File: config.mk
export PLATFORM = sky130hd
export DESIGN_NAME = adcseq_top
export DESIGN_NICKNAME = d
export VERILOG_FILES = /design/src/hw/adcseq_pkg.sv /design/src/hw/adcseq_top.sv
export SDC_FILE = /design/constraint.sdc
export NUM_CORES = 1
export LEC_CHECK = 0
export ABC_CLOCK_PERIOD_IN_PS = 3500
export BUFFER_PORTS_ARGS = -buffer_cell sky130_fd_sc_hd__buf_2
export CORE_MARGIN = 10
export CORE_UTILIZATION = 35
export CTS_CLUSTER_DIAMETER = 100
export DETAILED_ROUTE_END_ITERATION = 12
export PLACE_DENSITY = 0.61
export RECOVER_POWER = 100
export SYNTH_ARGS = -nofsm -noshare
export SYNTH_HDL_FRONTEND = slang
export SYNTH_SLANG_ARGS = --single-unit
export TNS_END_PERCENT = 100
File: constraint.sdc
create_clock -name mclk -period 3.5 [get_ports mclk]
set_clock_uncertainty 0.2 [all_clocks]
set_input_delay 0.35 -clock mclk [delete_from_list [all_inputs] [get_ports mclk]]
set_output_delay 0.35 -clock mclk [all_outputs]
set_load 0.01 [all_outputs]
File: src/hw/adcseq_pkg.sv
// constants, types and state layout of the conversion sequencer
// Overview of operation
// RULE1 - positive input select routes any single-ended source
// RULE2 - selections reach converter only once enabled
// RULE3 - clearing enable powers the core down
// RULE4 - ten-bit results stored right-justified
// RULE5 - start bit stays set, clears when done
// RULE6 - channel change waits for running conversion
// RULE7 - result from one sample or accumulation
// RULE8 - completion sets flag, interrupt needs both enables
// RULE9 - flag sets even with interrupt disabled
// RULE10 - enabled event input triggers a conversion
// RULE11 - event is edge sensitive, sets start bit
// RULE12 - free-running restarts right after each completion
// RULE13 - prescaler divides peripheral clock by select
// RULE14 - prescaler held at zero while disabled
// RULE15 - prescaler held reset between conversions
// RULE16 - start after half factor plus two cycles
// RULE17 - thirteen converter cycles, hold after two
// RULE18 - result stored, flag cleared by read/write-one
// RULE19 - sampling lasts two plus delay plus length
// RULE20 - free-run period thirteen plus delay plus length
// RULE21 - software configures first, sets enable last
// RULE22 - selections frozen during conversion, resume last cycle
// RULE23 - writing zero to start does nothing
// RULE24 - trigger during conversion is ignored
package adcseq_pkg;
   // field widths
   localparam int MUX_W    = 6;
   localparam int REF_W    = 3;
   localparam int DIV_W    = 3;
   localparam int ACC_W    = 3;
   localparam int DLY_W    = 4;
   localparam int LEN_W    = 8;
   localparam int PRE_W    = 8;
   localparam int CYC_W    = 9;
   localparam int SMP_W    = 7;
   localparam int RES_W    = 16;
   // timing counts in converter clock cycles
   localparam logic [CYC_W-1:0] CONV_CYCLES = 9'h00D;
   localparam logic [CYC_W-1:0] HOLD_CYCLE  = 9'h002;
   localparam logic [CYC_W-1:0] SAMP_BASE   = 9'h002;
   // start delay excess over half the prescale factor, in mclk
   localparam logic [PRE_W-1:0] START_EXTRA = 8'h02;
   // reset values and the accumulation limit
   localparam logic [REF_W-1:0] REF_RESET   = 3'h0; // internal reference
   localparam logic [MUX_W-1:0] MUX_RESET   = 6'h00;
   localparam logic [ACC_W-1:0] ACC_MAX     = 3'h6; // 64 samples

   // sequencer states, gray along idle-wait-convert
   typedef enum logic [1:0] {
      AS_IDLE = 2'b00,
      AS_WAIT = 2'b01,
      AS_CONV = 2'b11
   } adcseq_state_e;

   // whole state of the sequencer
   typedef struct packed {
      adcseq_state_e    st;
      logic [PRE_W-1:0] preCnt;
      logic [CYC_W-1:0] adcCnt;
      logic [SMP_W-1:0] smpCnt;
      logic [RES_W-1:0] acc;
      logic [RES_W-1:0] result;
      logic             startBit;
      logic             ready;
      logic             evPrev;
      logic [MUX_W-1:0] muxHeld;
      logic [REF_W-1:0] refHeld;
      logic             clkAdc;
      logic             holdPulse;
      logic             sampling;
      logic             irq;
   } adcseq_st_s;

   // converter-side signals bundled
   typedef struct packed {
      logic             powerUp;
      logic             clkAdc;
      logic             holdPulse;
      logic             sampling;
      logic [MUX_W-1:0] muxSel;
      logic [REF_W-1:0] reference_select;
   } adcseq_core_s;
endpackage

File: src/hw/adcseq_top.sv
// conversion sequencer: prescaler, triggers, timing, result and flag
`timescale 1ns/1ns
module adcseq_top
   import adcseq_pkg::*;
#(
   parameter int CORE_W = 10
) (
   // clock and reset
   input  wire logic              mclk,
   input  wire logic              reset,
   // configuration bits
   input  wire logic              converterEnable,
   input  wire logic              resolutionSelect,
   input  wire logic              continuousConversionEnable,
   input  wire logic [ACC_W-1:0]  accumulationCount,
   input  wire logic [REF_W-1:0]  referenceSelect,
   input  wire logic [DIV_W-1:0]  clockDividerSelect,
   input  wire logic [MUX_W-1:0]  positiveInputSelect,
   input  wire logic              startEventInputEnable,
   input  wire logic [DLY_W-1:0]  sampleDelay,
   input  wire logic [LEN_W-1:0]  sampleLength,
   input  wire logic              resultReadyIntEnable,
   input  wire logic              globalIntEnable,
   // software strobes
   input  wire logic              startConversionWrite,
   input  wire logic              resultReadyClearWrite,
   input  wire logic              resultRead,
   // event router
   input  wire logic              startEvent,
   // analog core
   input  wire logic [CORE_W-1:0] coreValue,
   output adcseq_core_s           coreCtrl,
   // status
   output logic                   startConversionBit,
   output logic                   resultReadyFlag,
   output logic [RES_W-1:0]       conversionResult,
   output logic                   interruptRequest
);

   // the accumulator must hold 64 full-scale samples
   if (CORE_W < 8 || CORE_W + 6 > RES_W) begin : g_badWidth
      $error("adcseq_top: CORE_W out of range");
   end

   adcseq_st_s q;
   adcseq_st_s d;

   // prescale factor is two to the power of select plus one
   function automatic logic [PRE_W-1:0] halfFactor(
      input logic [DIV_W-1:0] sel
   );
      logic [PRE_W-1:0] one;
      one = 8'h01;
      halfFactor = one << sel;
   endfunction

   // samples per result from the accumulation code
   function automatic logic [SMP_W-1:0] sampleTotal(
      input logic [ACC_W-1:0] code
   );
      logic [SMP_W-1:0] one;
      one = 7'h01;
      if (code > ACC_MAX) begin
         sampleTotal = one << ACC_MAX;
      end else begin
         sampleTotal = one << code;
      end
   endfunction

   logic [PRE_W-1:0] half;
   logic [PRE_W-1:0] factor;
   logic [CYC_W-1:0] sampEnd;
   logic [CYC_W-1:0] convEnd;
   logic [RES_W-1:0] sample;
   logic             evEdge;
   logic             trigger;
   logic             adcTick;
   logic             lastCycle;
   logic             readySet;

   // derived timing figures
   always_comb begin
      half    = halfFactor(clockDividerSelect);
      factor  = PRE_W'({half, 1'b0} - 9'h001);
      sampEnd = SAMP_BASE + CYC_W'(sampleDelay)
                + CYC_W'(sampleLength); // RULE19
      convEnd = CONV_CYCLES + CYC_W'(sampleDelay)
                + CYC_W'(sampleLength) - 9'h001; // RULE17 RULE20
      // low-resolution mode drops the two lowest bits
      if (resolutionSelect) begin
         sample = RES_W'(coreValue[CORE_W-1:2]);
      end else begin
         sample = RES_W'(coreValue); // RULE4
      end
   end

   // trigger qualification; only a one written or an enabled event edge starts anything
   assign evEdge    = startEvent & ~q.evPrev; // RULE11
   assign trigger   = converterEnable & (startConversionWrite
                      | (startEventInputEnable & evEdge)); // RULE10 RULE23
   assign adcTick   = (q.preCnt == factor);
   assign lastCycle = (q.st == AS_CONV) & (q.adcCnt == convEnd);

   // next-state logic
   always_comb begin
      d = q;
      readySet    = 1'b0;
      d.evPrev    = startEvent;
      d.holdPulse = 1'b0;
      unique case (q.st)
         AS_IDLE: begin
            d.preCnt = '0; // RULE15
            d.clkAdc = 1'b0;
            if (trigger) begin
               d.startBit = 1'b1; // RULE5 RULE11
               d.st       = AS_WAIT;
               d.smpCnt   = '0;
               d.acc      = '0;
            end
         end
         AS_WAIT: begin
            // start lands on the next converter clock rising edge
            if (q.preCnt == half + START_EXTRA - 8'h01) begin // RULE16
               d.st       = AS_CONV;
               d.preCnt   = '0;
               d.adcCnt   = '0;
               d.clkAdc   = 1'b1;
               d.sampling = 1'b1;
            end else begin
               d.preCnt = q.preCnt + 8'h01;
            end
         end
         AS_CONV: begin
            // ignored triggers keep timing untouched
            d.preCnt = adcTick ? '0 : q.preCnt + 8'h01; // RULE13 RULE24
            d.clkAdc = adcTick | (d.preCnt < half);
            if (adcTick) begin
               d.adcCnt   = q.adcCnt + 9'h001;
               d.holdPulse = (q.adcCnt + 9'h001 == HOLD_CYCLE); // RULE17
               d.sampling = (q.adcCnt + 9'h001 < sampEnd); // RULE19
               if (lastCycle) begin
                  d.acc    = q.acc + sample; // RULE7
                  d.smpCnt = q.smpCnt + 7'h01;
                  d.adcCnt = '0;
                  d.sampling = 1'b1;
                  if (q.smpCnt + 7'h01 == sampleTotal(accumulationCount)) begin
                     d.result = q.acc + sample; // RULE18
                     d.ready  = 1'b1; // RULE8 RULE9
                     readySet = 1'b1;
                     d.acc    = '0;
                     d.smpCnt = '0;
                     if (!continuousConversionEnable) begin
                        d.startBit = 1'b0; // RULE5
                        d.st       = AS_IDLE;
                        d.preCnt   = '0;
                        d.clkAdc   = 1'b0;
                        d.sampling = 1'b0;
                     end // RULE12 keeps converting
                  end
               end
            end
         end
         default: begin
            d.st = AS_IDLE;
         end
      endcase
      // clear loses to a set in the same cycle
      // a read racing a fresh result must not lose that result
      if ((resultRead | resultReadyClearWrite) && !readySet) begin
         d.ready = 1'b0; // RULE18
      end
      // selections track until a conversion runs, and in its last cycle
      if (converterEnable && (q.st != AS_CONV || lastCycle)) begin // RULE2
         d.muxHeld = positiveInputSelect; // RULE1 RULE6 RULE22
         d.refHeld = referenceSelect; // RULE22
      end
      // disable powers down and zeroes the prescaler
      if (!converterEnable) begin
         d.st        = AS_IDLE; // RULE3
         d.preCnt    = '0; // RULE14
         d.adcCnt    = '0;
         d.smpCnt    = '0;
         d.acc       = '0;
         d.startBit  = 1'b0;
         d.clkAdc    = 1'b0;
         d.sampling  = 1'b0;
         d.holdPulse = 1'b0;
      end
      d.irq = d.ready & resultReadyIntEnable & globalIntEnable; // RULE8
   end

   // state register
   always_ff @(posedge mclk) begin
      if (reset) begin
         q         <= '0;
         q.st      <= AS_IDLE;
         q.muxHeld <= MUX_RESET;
         q.refHeld <= REF_RESET;
      end else begin
         q <= d;
      end
   end

   // outputs from the state register, except powerUp, which follows converterEnable directly
   always_comb begin
      coreCtrl.powerUp   = converterEnable; // RULE3
      coreCtrl.clkAdc    = q.clkAdc;
      coreCtrl.holdPulse = q.holdPulse;
      coreCtrl.sampling  = q.sampling & (q.st == AS_CONV);
      coreCtrl.muxSel    = q.muxHeld;
      coreCtrl.reference_select    = q.refHeld;
   end

   assign startConversionBit = q.startBit;
   assign resultReadyFlag    = q.ready;
   assign conversionResult   = q.result;
   assign interruptRequest   = q.irq;

endmodule

# Word-level counts from Yosys, hierarchy flattened
# Cells that the tools add are included.
[totals] register_bits=74 in_bits=49 output_inout_bits=32 word_cells=115
[op_classes] n_addsub=12 order_cmp=3 n_eq_ne=14 shift=2 n_mux=39 bitwise_logic=14 reduce_logical=16
[op_table] operator="2-to-1 mux 60 bit" n=2
[op_table] operator="one-hot mux 23 bit (2 select lines)" n=1
[op_table] operator="2-to-1 mux 41 bit" n=1
[op_table] operator="2-to-1 mux 10 bit" n=3
[op_table] operator="2-to-1 mux 7 bit" n=4
[op_table] operator="one-hot mux 8 bit (3 select lines)" n=1
[op_table] operator="2-to-1 mux 23 bit" n=1
[op_table] operator="adder 5 x 8 -> 9 bit" n=2
[op_table] operator="one-hot mux 9 bit (2 select lines)" n=1
[op_table] operator="adder 16 bit" n=1
[op_table] operator="equality test 8 bit" n=2
[op_table] operator="2-to-1 mux 8 bit" n=2
[op_table] operator="subtractor 8 x 1 -> 8 bit (second input constant)" n=2
[op_table] operator="2-to-1 mux 1 bit" n=15
[op_table] operator="inequality test 2 bit (second input constant)" n=6
[op_table] operator="AND reduction 6 bit" n=2
[op_table] operator="adder 9 x 1 -> 9 bit (second input constant)" n=1
[op_table] operator="equality test 9 x 2 -> 1 bit (second input constant)" n=1
[op_table] operator="equality test 9 bit" n=1
[op_table] operator="less-than comparator 9 bit" n=1
[op_table] operator="2-to-1 mux 9 bit" n=1
[op_table] operator="subtractor 9 x 1 -> 9 bit (second input constant)" n=1
[op_table] operator="adder 8 x 1 -> 8 bit (second input constant)" n=1
[op_table] operator="adder 8 x 2 -> 8 bit (second input constant)" n=1
[op_table] operator="other kinds (30)" n=46

# Logic depth before layout (Yosys ltp)
# Gate-level depths: netlist (run 1).
[depth] depth_word=18 depth_mapped=17 mapped_depth_nobuf=16

# Worst setup path after synthesis (run 1)
# Ideal clock, no wire load.
[synth_timing] kind="input-to-reg" start="in clockDividerSelect[1]" end="reg q, in the netlist coreCtrl[11]" setup_ps=92 t_arrival_ps=3463 t_required_ps=3208 setup_slack_ps=-255 path_stages=16 path_buffers=1 path_cell_list="buf_6 > or3_4 > ha_1 > xor2_1 > o2111ai_1 > a211o_1 > nor3_4 > nor2_1 > ha_1 > a21o_1 > a211o_1 > o221ai_1 > a21oi_1 > nor2_1 > o32ai_1 > nor4_1"
[synth_between] elab_chain_len=11 elab_cells_between_ends=16 cone_classes="add/sub: 3; order compare: 1; eq/ne: 3; shift: 1; mux: 6; bitwise: 1; reduce/logical: 1"
[synth_lines] item="start, declared" line_no="adcseq_top.sv:17" source="input wire logic [DIV_W-1:0] clockDividerSelect,"
[synth_lines] item="left shift 1 x 3 -> 8 bit (*)" line_no="adcseq_top.sv:54" source="halfFactor = one << sel;"
[synth_lines] item="subtractor 8 x 1 -> 8 bit" line_no="adcseq_top.sv:84" source="factor = PRE_W'({half, 1'b0} - 9'h001);"
[synth_lines] item="equality test 8 bit" line_no="adcseq_top.sv:101" source="assign adcTick = (q.preCnt == factor);"
[synth_lines] item="2-to-1 mux 8 bit" line_no="adcseq_top.sv:135" source="d.preCnt = adcTick ? '0 : q.preCnt + 8'h01;"
[synth_lines] item="less-than comparator 8 bit" line_no="adcseq_top.sv:136" source="d.clkAdc = adcTick | (d.preCnt < half);"
[synth_lines] item="OR 1 bit" line_no="adcseq_top.sv:136"
[synth_lines] item="2-to-1 mux 1 bit" line_no="adcseq_top.sv:152" source="if (!continuousConversionEnable) begin"
[synth_lines] item="2-to-1 mux 1 bit" line_no="adcseq_top.sv:146" source="if (q.smpCnt + 7'h01 == sampleTotal(accumulationCount)) begin"
[synth_lines] item="2-to-1 mux 1 bit" line_no="adcseq_top.sv:141" source="if (lastCycle) begin"
[synth_lines] item="2-to-1 mux 3 bit" line_no="adcseq_top.sv:137" source="if (adcTick) begin"
[synth_lines] item="one-hot mux 1 bit (3 select lines)" line_no="adcseq_top.sv:110" source="unique case (q.st)"
[synth_lines] item="end, declared" line_no="adcseq_top.sv:45" source="adcseq_st_s q;"
# Mark *: on every way between the ends. The rest lies on a longest branch, timed or not. The select of a mux whose other input is x is not followed.
# A chain may end at the register's enable or synchronous reset.

# Worst setup path in the final report (run 1)
[layout_timing] start="in clockDividerSelect[2]" end="reg q, in the netlist coreCtrl[11]"
# Same word-level chain as after synthesis.

==> impl_metrics.toml, run 1 <==
[status]
status = "finished, final reports clean"

[detailed_routing]
ant_nets = 0
wirelength_mm = 15.6
drtIter0Drc = 266
vias_per_cell = 5.24
dr.pass1.iters = 4
vias = 5305
drc = 0
wl_per_cell_um = 15.4

[sta]
setup_violations = 0
worst_pin_slew_ns = 0.917
rsz0062_at_grt = "false"
period_share_pct = 93.5
relSlewSlack_pct = 38.9
hold_viol = 0
maxSlewViolCount = 0
max_freq_mhz = 306
min_period_ns = 3.27

[floorplanning]
core-area_um2 = 16500
fp.dieW_um = 149
start_util_pct = 35.5
ioPinCount = 81
die_area_um2 = 22300
die_h_um = 149
rows = 47

[global_routing]
grt_pass1_wl_mm = 25.7
grt_pass1_vias = 5060
overflow = 0
antenna_found_initial = 0
grt_max_degree = 25
grt_usage_pct = 13.8

[job]
maxCapViolCount = 0

[synthesis]
yosysTopAreaCell = "dfxtp_1"
syn_nets = 808
synth-seq-cells = 74
yosysTopAreaCellShare_pct = 25.4
synth_edf_count = 0
yosysSeqAreaShare_pct = 25.4
ys_types = 73
ys.flop_type = "dfxtp_1"
yosysWarnings = 0
syn_area_um2 = 5840
yosys-top-cells-area = "dfxtp_1 25%, ha_1 10%, xnor2_1 5.1%"
syn_inst = 709
synth_area_per_cell_um2 = 8.24
synthArstFlopShare_pct = 0

[worst_setup_path]
cp_max_fo = 15
required_ns = 3.55
r2r_slack_ns = 0.30
cp-end-kind = "flop"
cp-start-kind = "input pin"
arrival_ns = 3.32
rr_endpoint = "conversionResult[9]"
reg2reg_from = "q[49]"
worst-setup-path-type = "input pin to flop"
r2r_cells = 9

[final_layout]
diodes = 0
stdcell_area_um2 = 6880
fin_util_pct = 41.8
fin_nets = 886
layout-drive-gt1-share_pct = 17.4
syn_to_final_growth_pct = 17.8
stdcell_count = 1012

[min_path]
worstHoldPathCells = 3
hold_end = "interruptRequest"
holdCritStartpoint = "resultReadyIntEnable"
holdCritPathClass = "input pin to flop"

[power]
p_per_area_nw_per_um2 = 329
power_leakage_nw = 2.88
ir_worst_vdd_uv = 320
p_total_w = 0.00227

[placed_design]
placed_cell_area_um2 = 6640
hpwl_mm = 12.0
portBuffers = 80
placedCellCount = 996
place.gp.congestion = 0.837

[clocking]
cts.sinks = 74
cts_made_buffers = 9
postCtsHoldBufs = 0
clock_path_buffers = 2
cts_root_buf = "clkbuf_16"
cts_resized = 0
clk_pin_slew_ns = 0.06
post_cts_buffers = 0
htree_levels = 3
clock_latency_ns = 0.33
cts_tree = "built"
[power breakdown]
group / leakage, nW / switching (W) / internal (W) / total, W
Clock: 0.163 / 0.000369 / 0.000699 / 0.00107
Sequential: 0.598 / 0.00000636 / 0.000850 / 0.000857
Combinational: 2.12 / 0.000186 / 0.000156 / 0.000342
[cell usage in the layout, fill, tap and decap left out, types with 11 or more instances in the layout]
cell / instances
xor2_1: 18
nand2_1: 55
clkbuf_1: 42
o21ai_0: 20
o31ai_1: 11
buf_4: 40
inv_1: 43
a22o_1: 12
a21o_1: 14
a21oi_1: 32
xnor2_1: 34
mux2i_1: 11
ha_1: 46
nor2b_1: 12
nand4_1: 16
nand3_1: 21
nor3_1: 22
buf_2: 47
nor2_1: 35
dfxtp_1: 74
[per-layer routing]
| metal | GRT usage, % | routed length [µm] |
|---|---|---|
| met2 | 23.0 | 7560 |
| met5 | 0 | 0 |
| met4 | 3.88 | 213 |
| met1 | 17.6 | 7160 |
| met3 | 2.91 | 632 |
[flip-flops by register name (all words and copies together), names as in the netlist]
signal              count
q                      44
startConversionBit      1
resultReadyFlag         1
coreCtrl               11
conversionResult       16
interruptRequest        1
[worst max-delay path, stage by stage]
cell      delay, ns
buf_2          0.11
clkbuf_1       0.29
or3b_2         0.57
xnor2_1        0.16
a211oi_1       0.21
buf_4          0.15
nand3_1        0.10
and2_1         0.21
ha_1           0.18
a21o_1         0.15
a211o_1        0.28
o221ai_1       0.15
a21oi_1        0.09
nor2_1         0.09
o32ai_1        0.08
nor4_1         0.17
[area by class of cell]
class / count / area, µm²
Inverter: 44 / 166
Multi-Input combinational cell: 523 / 3830
Clock inverter: 6 / 115
Tap cell: 220 / 275
Clock buffer: 10 / 229
Timing Repair Buffer: 135 / 787
Sequential cell: 74 / 1480
Fill cell: 1694 / 9580
[synth_stat cells (6+ instances only)]
| cell type | count |
|---|---|
| nor3_1 | 22 |
| nand3b_1 | 8 |
| clkbuf_1 | 18 |
| and3_1 | 10 |
| buf_2 | 17 |
| ha_1 | 47 |
| or3_1 | 6 |
| xnor2_1 | 34 |
| buf_4 | 29 |
| nand3_1 | 21 |
| a31oi_1 | 10 |
| o21a_1 | 6 |
| nand4_1 | 16 |
| o31ai_1 | 11 |
| a22o_1 | 12 |
| nor4_1 | 9 |
| o211ai_1 | 6 |
| nand2_1 | 55 |
| nand2b_1 | 7 |
| o21ai_0 | 20 |
| xor2_1 | 18 |
| nor2b_1 | 12 |
| o2bb2ai_1 | 8 |
| mux2i_1 | 11 |
| a21oi_1 | 32 |
| a211oi_1 | 12 |
| inv_1 | 43 |
| o2111ai_1 | 9 |
| mux2_2 | 8 |
| a21o_1 | 14 |
| nor2_1 | 35 |
| dfxtp_1 | 74 |
[how the worst max path moves through the flow]
stage,start,to
finish,clockDividerSelect[2],coreCtrl[11]
global placement,sampleDelay[1],q[50]
global route,clockDividerSelect[2],coreCtrl[11]
detailed placement,sampleDelay[1],q[60]
floorplan,clockDividerSelect[1],coreCtrl[11]
CTS,sampleDelay[1],q[56]
[per-stage QoR]
step / TNS, ns / setup slack, ns / hold slack, ns
final: 0 / 0.227 / 0.0419
after global routing: 0 / 0.00991 / 0.0476
after CTS: 0 / 0.247 / 0.0350
after detailed placement: -1.77 / -0.108 / 0.248
after global placement: -0.774 / -0.0734 / 0.240
after floorplan: -0.0984 / -0.0984 / 0.235
[cell families after synthesis]
group | synth area share (%)
AND/OR/NAND/NOR | 20.3
AO/OA/AOI/OAI | 22.3
buffers and inverters | 9.70
flip-flops | 25.4
XOR/XNOR | 7.80
adder cells (fa/ha/maj) | 11.1
multiplexers | 3.43
(Power assumes the default switching activity.)
==> inputs of run 2 (changes only) <==
BUFFER_PORTS_ARGS = unset   (was -buffer_cell sky130_fd_sc_hd__buf_2)
CELL_PAD_IN_SITES_DETAIL_PLACEMENT = 1   (was unset)
CELL_PAD_IN_SITES_GLOBAL_PLACEMENT = 1   (was unset)
CORE_ASPECT_RATIO = 0.5   (was unset)
DONT_BUFFER_PORTS = 1   (was unset)
PLACE_DENSITY = 0.7   (was 0.61)
==> run 2 against run 1 <==
Sequential share of layout area up 1.3 points. Flip-flop and latch count did not move. Register-to-register slack got worse by 0.04 ns. Non-clock buffer count is 88 lower. Clock power decreased by 9%. Design area down 5.8%. Count of clock-buffer cells in the layout fell by 1. Largest cell class unchanged. Largest power group unchanged. Highest routed layer unchanged.
==> impl_metrics.toml, run 2 (same netlist as run 1, synthesis figures left out) <==
[final_layout]
largest_reg_flops = 44
layout_common_cells = "74 x dfxtp_1, 55 x nand2_1, 47 x ha_1, 43 x inv_1, 35 x nor2_1"
stdcell_area_um2 = 6480
layout-drive-gt1-share_pct = 10.1
regMostFlops = "q"
final_common_cell = "dfxtp_1"
syn_to_final_growth_pct = 11.0
fin_nets = 798
diodes = 0

[detailed_routing]
drtIter0Drc = 285
vias = 5146
dr.pass1.iters = 4
ant_nets = 0
drc = 0
wl_per_cell_um = 18.7
wirelength_mm = 17.5
vias_per_cell = 5.53

[worst_setup_path]
cp_max_fo = 17
crit_chain = "or3_4 -> ha_1 -> o211a_1 -> a211oi_2 -> xnor2_1 -> nor3_4 -> buf_4 -> nor2_1 -> ha_1 -> nand3_1 -> a21oi_1 -> o221ai_1 -> a21oi_1 -> nor2_1 -> o32ai_1 -> nor4_1"
cp-end-kind = "flop"
arrival_ns = 3.31
crit_path_top_delay_cell = "or3_4"
cp_slowest_stage_delay_ns = 0.38
worst-setup-path-type = "input pin to flop"
path_buf_inv = 1
required_ns = 3.53
cp_top_family = "compound AO/OA/AOI/OAI gates"
cp-start-kind = "input pin"

[floorplanning]
ioPinCount = 81
fp.dieW_um = 203
die_area_um2 = 22600
core-area_um2 = 16400
rows = 33
die_h_um = 111
start_util_pct = 35.7

[placed_design]
portBuffers = 0
hpwl_mm = 13.1
placed_cell_area_um2 = 6050
place.gp.congestion = 0.840

[sta]
rsz0062_at_grt = "false"
setup_tns_ns = 0
max_freq_mhz = 305
period_share_pct = 93.7
maxSlewViolCount = 0
setup_violations = 0
min_period_ns = 3.28
worst_pin_slew_ns = 0.975
relSlewSlack_pct = 34.5
hold_viol = 0

[power]
p_seq_share_pct = 40.4
power_leakage_nw = 2.60
p_clk_share_pct = 45.8
p_sw_share_pct = 27.3
p_total_w = 0.00213
power_frac_comb_pct = 13.7
ir_worst_vdd_uv = 217
power_switching_w = 0.000583
p_per_area_nw_per_um2 = 329
intPower_w = 0.00155

[global_routing]
grt_max_degree = 30
grt_pass1_wl_mm = 28.2
antenna_found_initial = 0
grt_pass1_vias = 5299
grt_usage_pct = 15.1
overflow = 0

[clocking]
htree_levels = 3
cts_root_buf = "clkbuf_16"
clk_pin_slew_ns = 0.07
clock_path_buffers = 2
cts_made_buffers = 9
cts_tree = "built"
clock_latency_ns = 0.34
post_cts_buffers = 0
cts.sinks = 74

[status]
status = "finished, final reports clean"

[job]
maxCapViolCount = 0

[min_path]
holdCritPathClass = "input pin to flop"
run 2: cell count changes in the layout (fill, tap and decap cells not counted), moves of 2 or more:
cell,before,now
clkbuf_1,42,4
buf_4,40,18
inv_6,0,5
buf_2,47,1
bufinv_16,3,1
nor4_2,2,0
dlygate4sd3_1,0,16
clkinv_4,2,0
run 2: worst paths after layout:
check / from / to / slack, ns / cells past startpoint
hold / removal: reset / q[69] / 0.14 / 3
hold reg to reg: q[39] / q[39] / 0.28 / 1
setup reg to reg: q[48] / q[34] / 0.26 / 10
setup / recovery: clockDividerSelect[2] / coreCtrl[11] / 0.22 / 16
run 2: cell type report:
class | count | area (µm²)
fillers | 1974 | 9870
clock buffers | 9 | 225
inverters | 44 | 166
well taps | 227 | 284
clock inverters | 7 | 81.3
flip-flops and latches | 74 | 1480
multi-input cells | 523 | 3820
repair buffers | 47 | 420
run 2: timing repair:
item,4_1_cts,5_1_grt
hold buffers,16,0
setup endpoints to repair,0,30
gates resized for setup,0,4
hold endpoints to repair,28,0
run 2: metrics by stage:
stage | util, % | hold WS, ns | instances | worst slack (ns)
after floorplan | - | 0.235 | 709 | -0.0984
after CTS | 39.9 | 0.128 | 931 | 0.138
after global placement | 37.0 | 0.230 | 899 | 0.0403
after detailed placement | 37.0 | 0.232 | 899 | -0.120
final | 39.6 | 0.141 | 931 | 0.221
after global routing | 39.6 | 0.166 | 931 | 0.0148
run 2: tightest hold or removal path, stage by stage:
cell     delay (ns)
nor2b_1        0.10
nand2_1        0.10
o22ai_1        0.07
run 2: power by group through the flow:
stage                     clock network, W  registers, W  logic (W)
after detailed placement                 0      0.000881   0.000279
after global placement                   0      0.000881   0.000268
final                             0.000977      0.000862   0.000293
after floorplan                          0      0.000873   0.000232
after CTS                         0.000994      0.000862   0.000299
after global routing               0.00104      0.000863   0.000329
run 2: layer usage:
metal	vias to the layer above	track usage, %	wire length (µm)
li1	2539	-	-
met1	2522	18.7	7930
met2	69	26.4	8670
met3	16	2.89	582
met4	0	3.80	272
met5	-	0	0
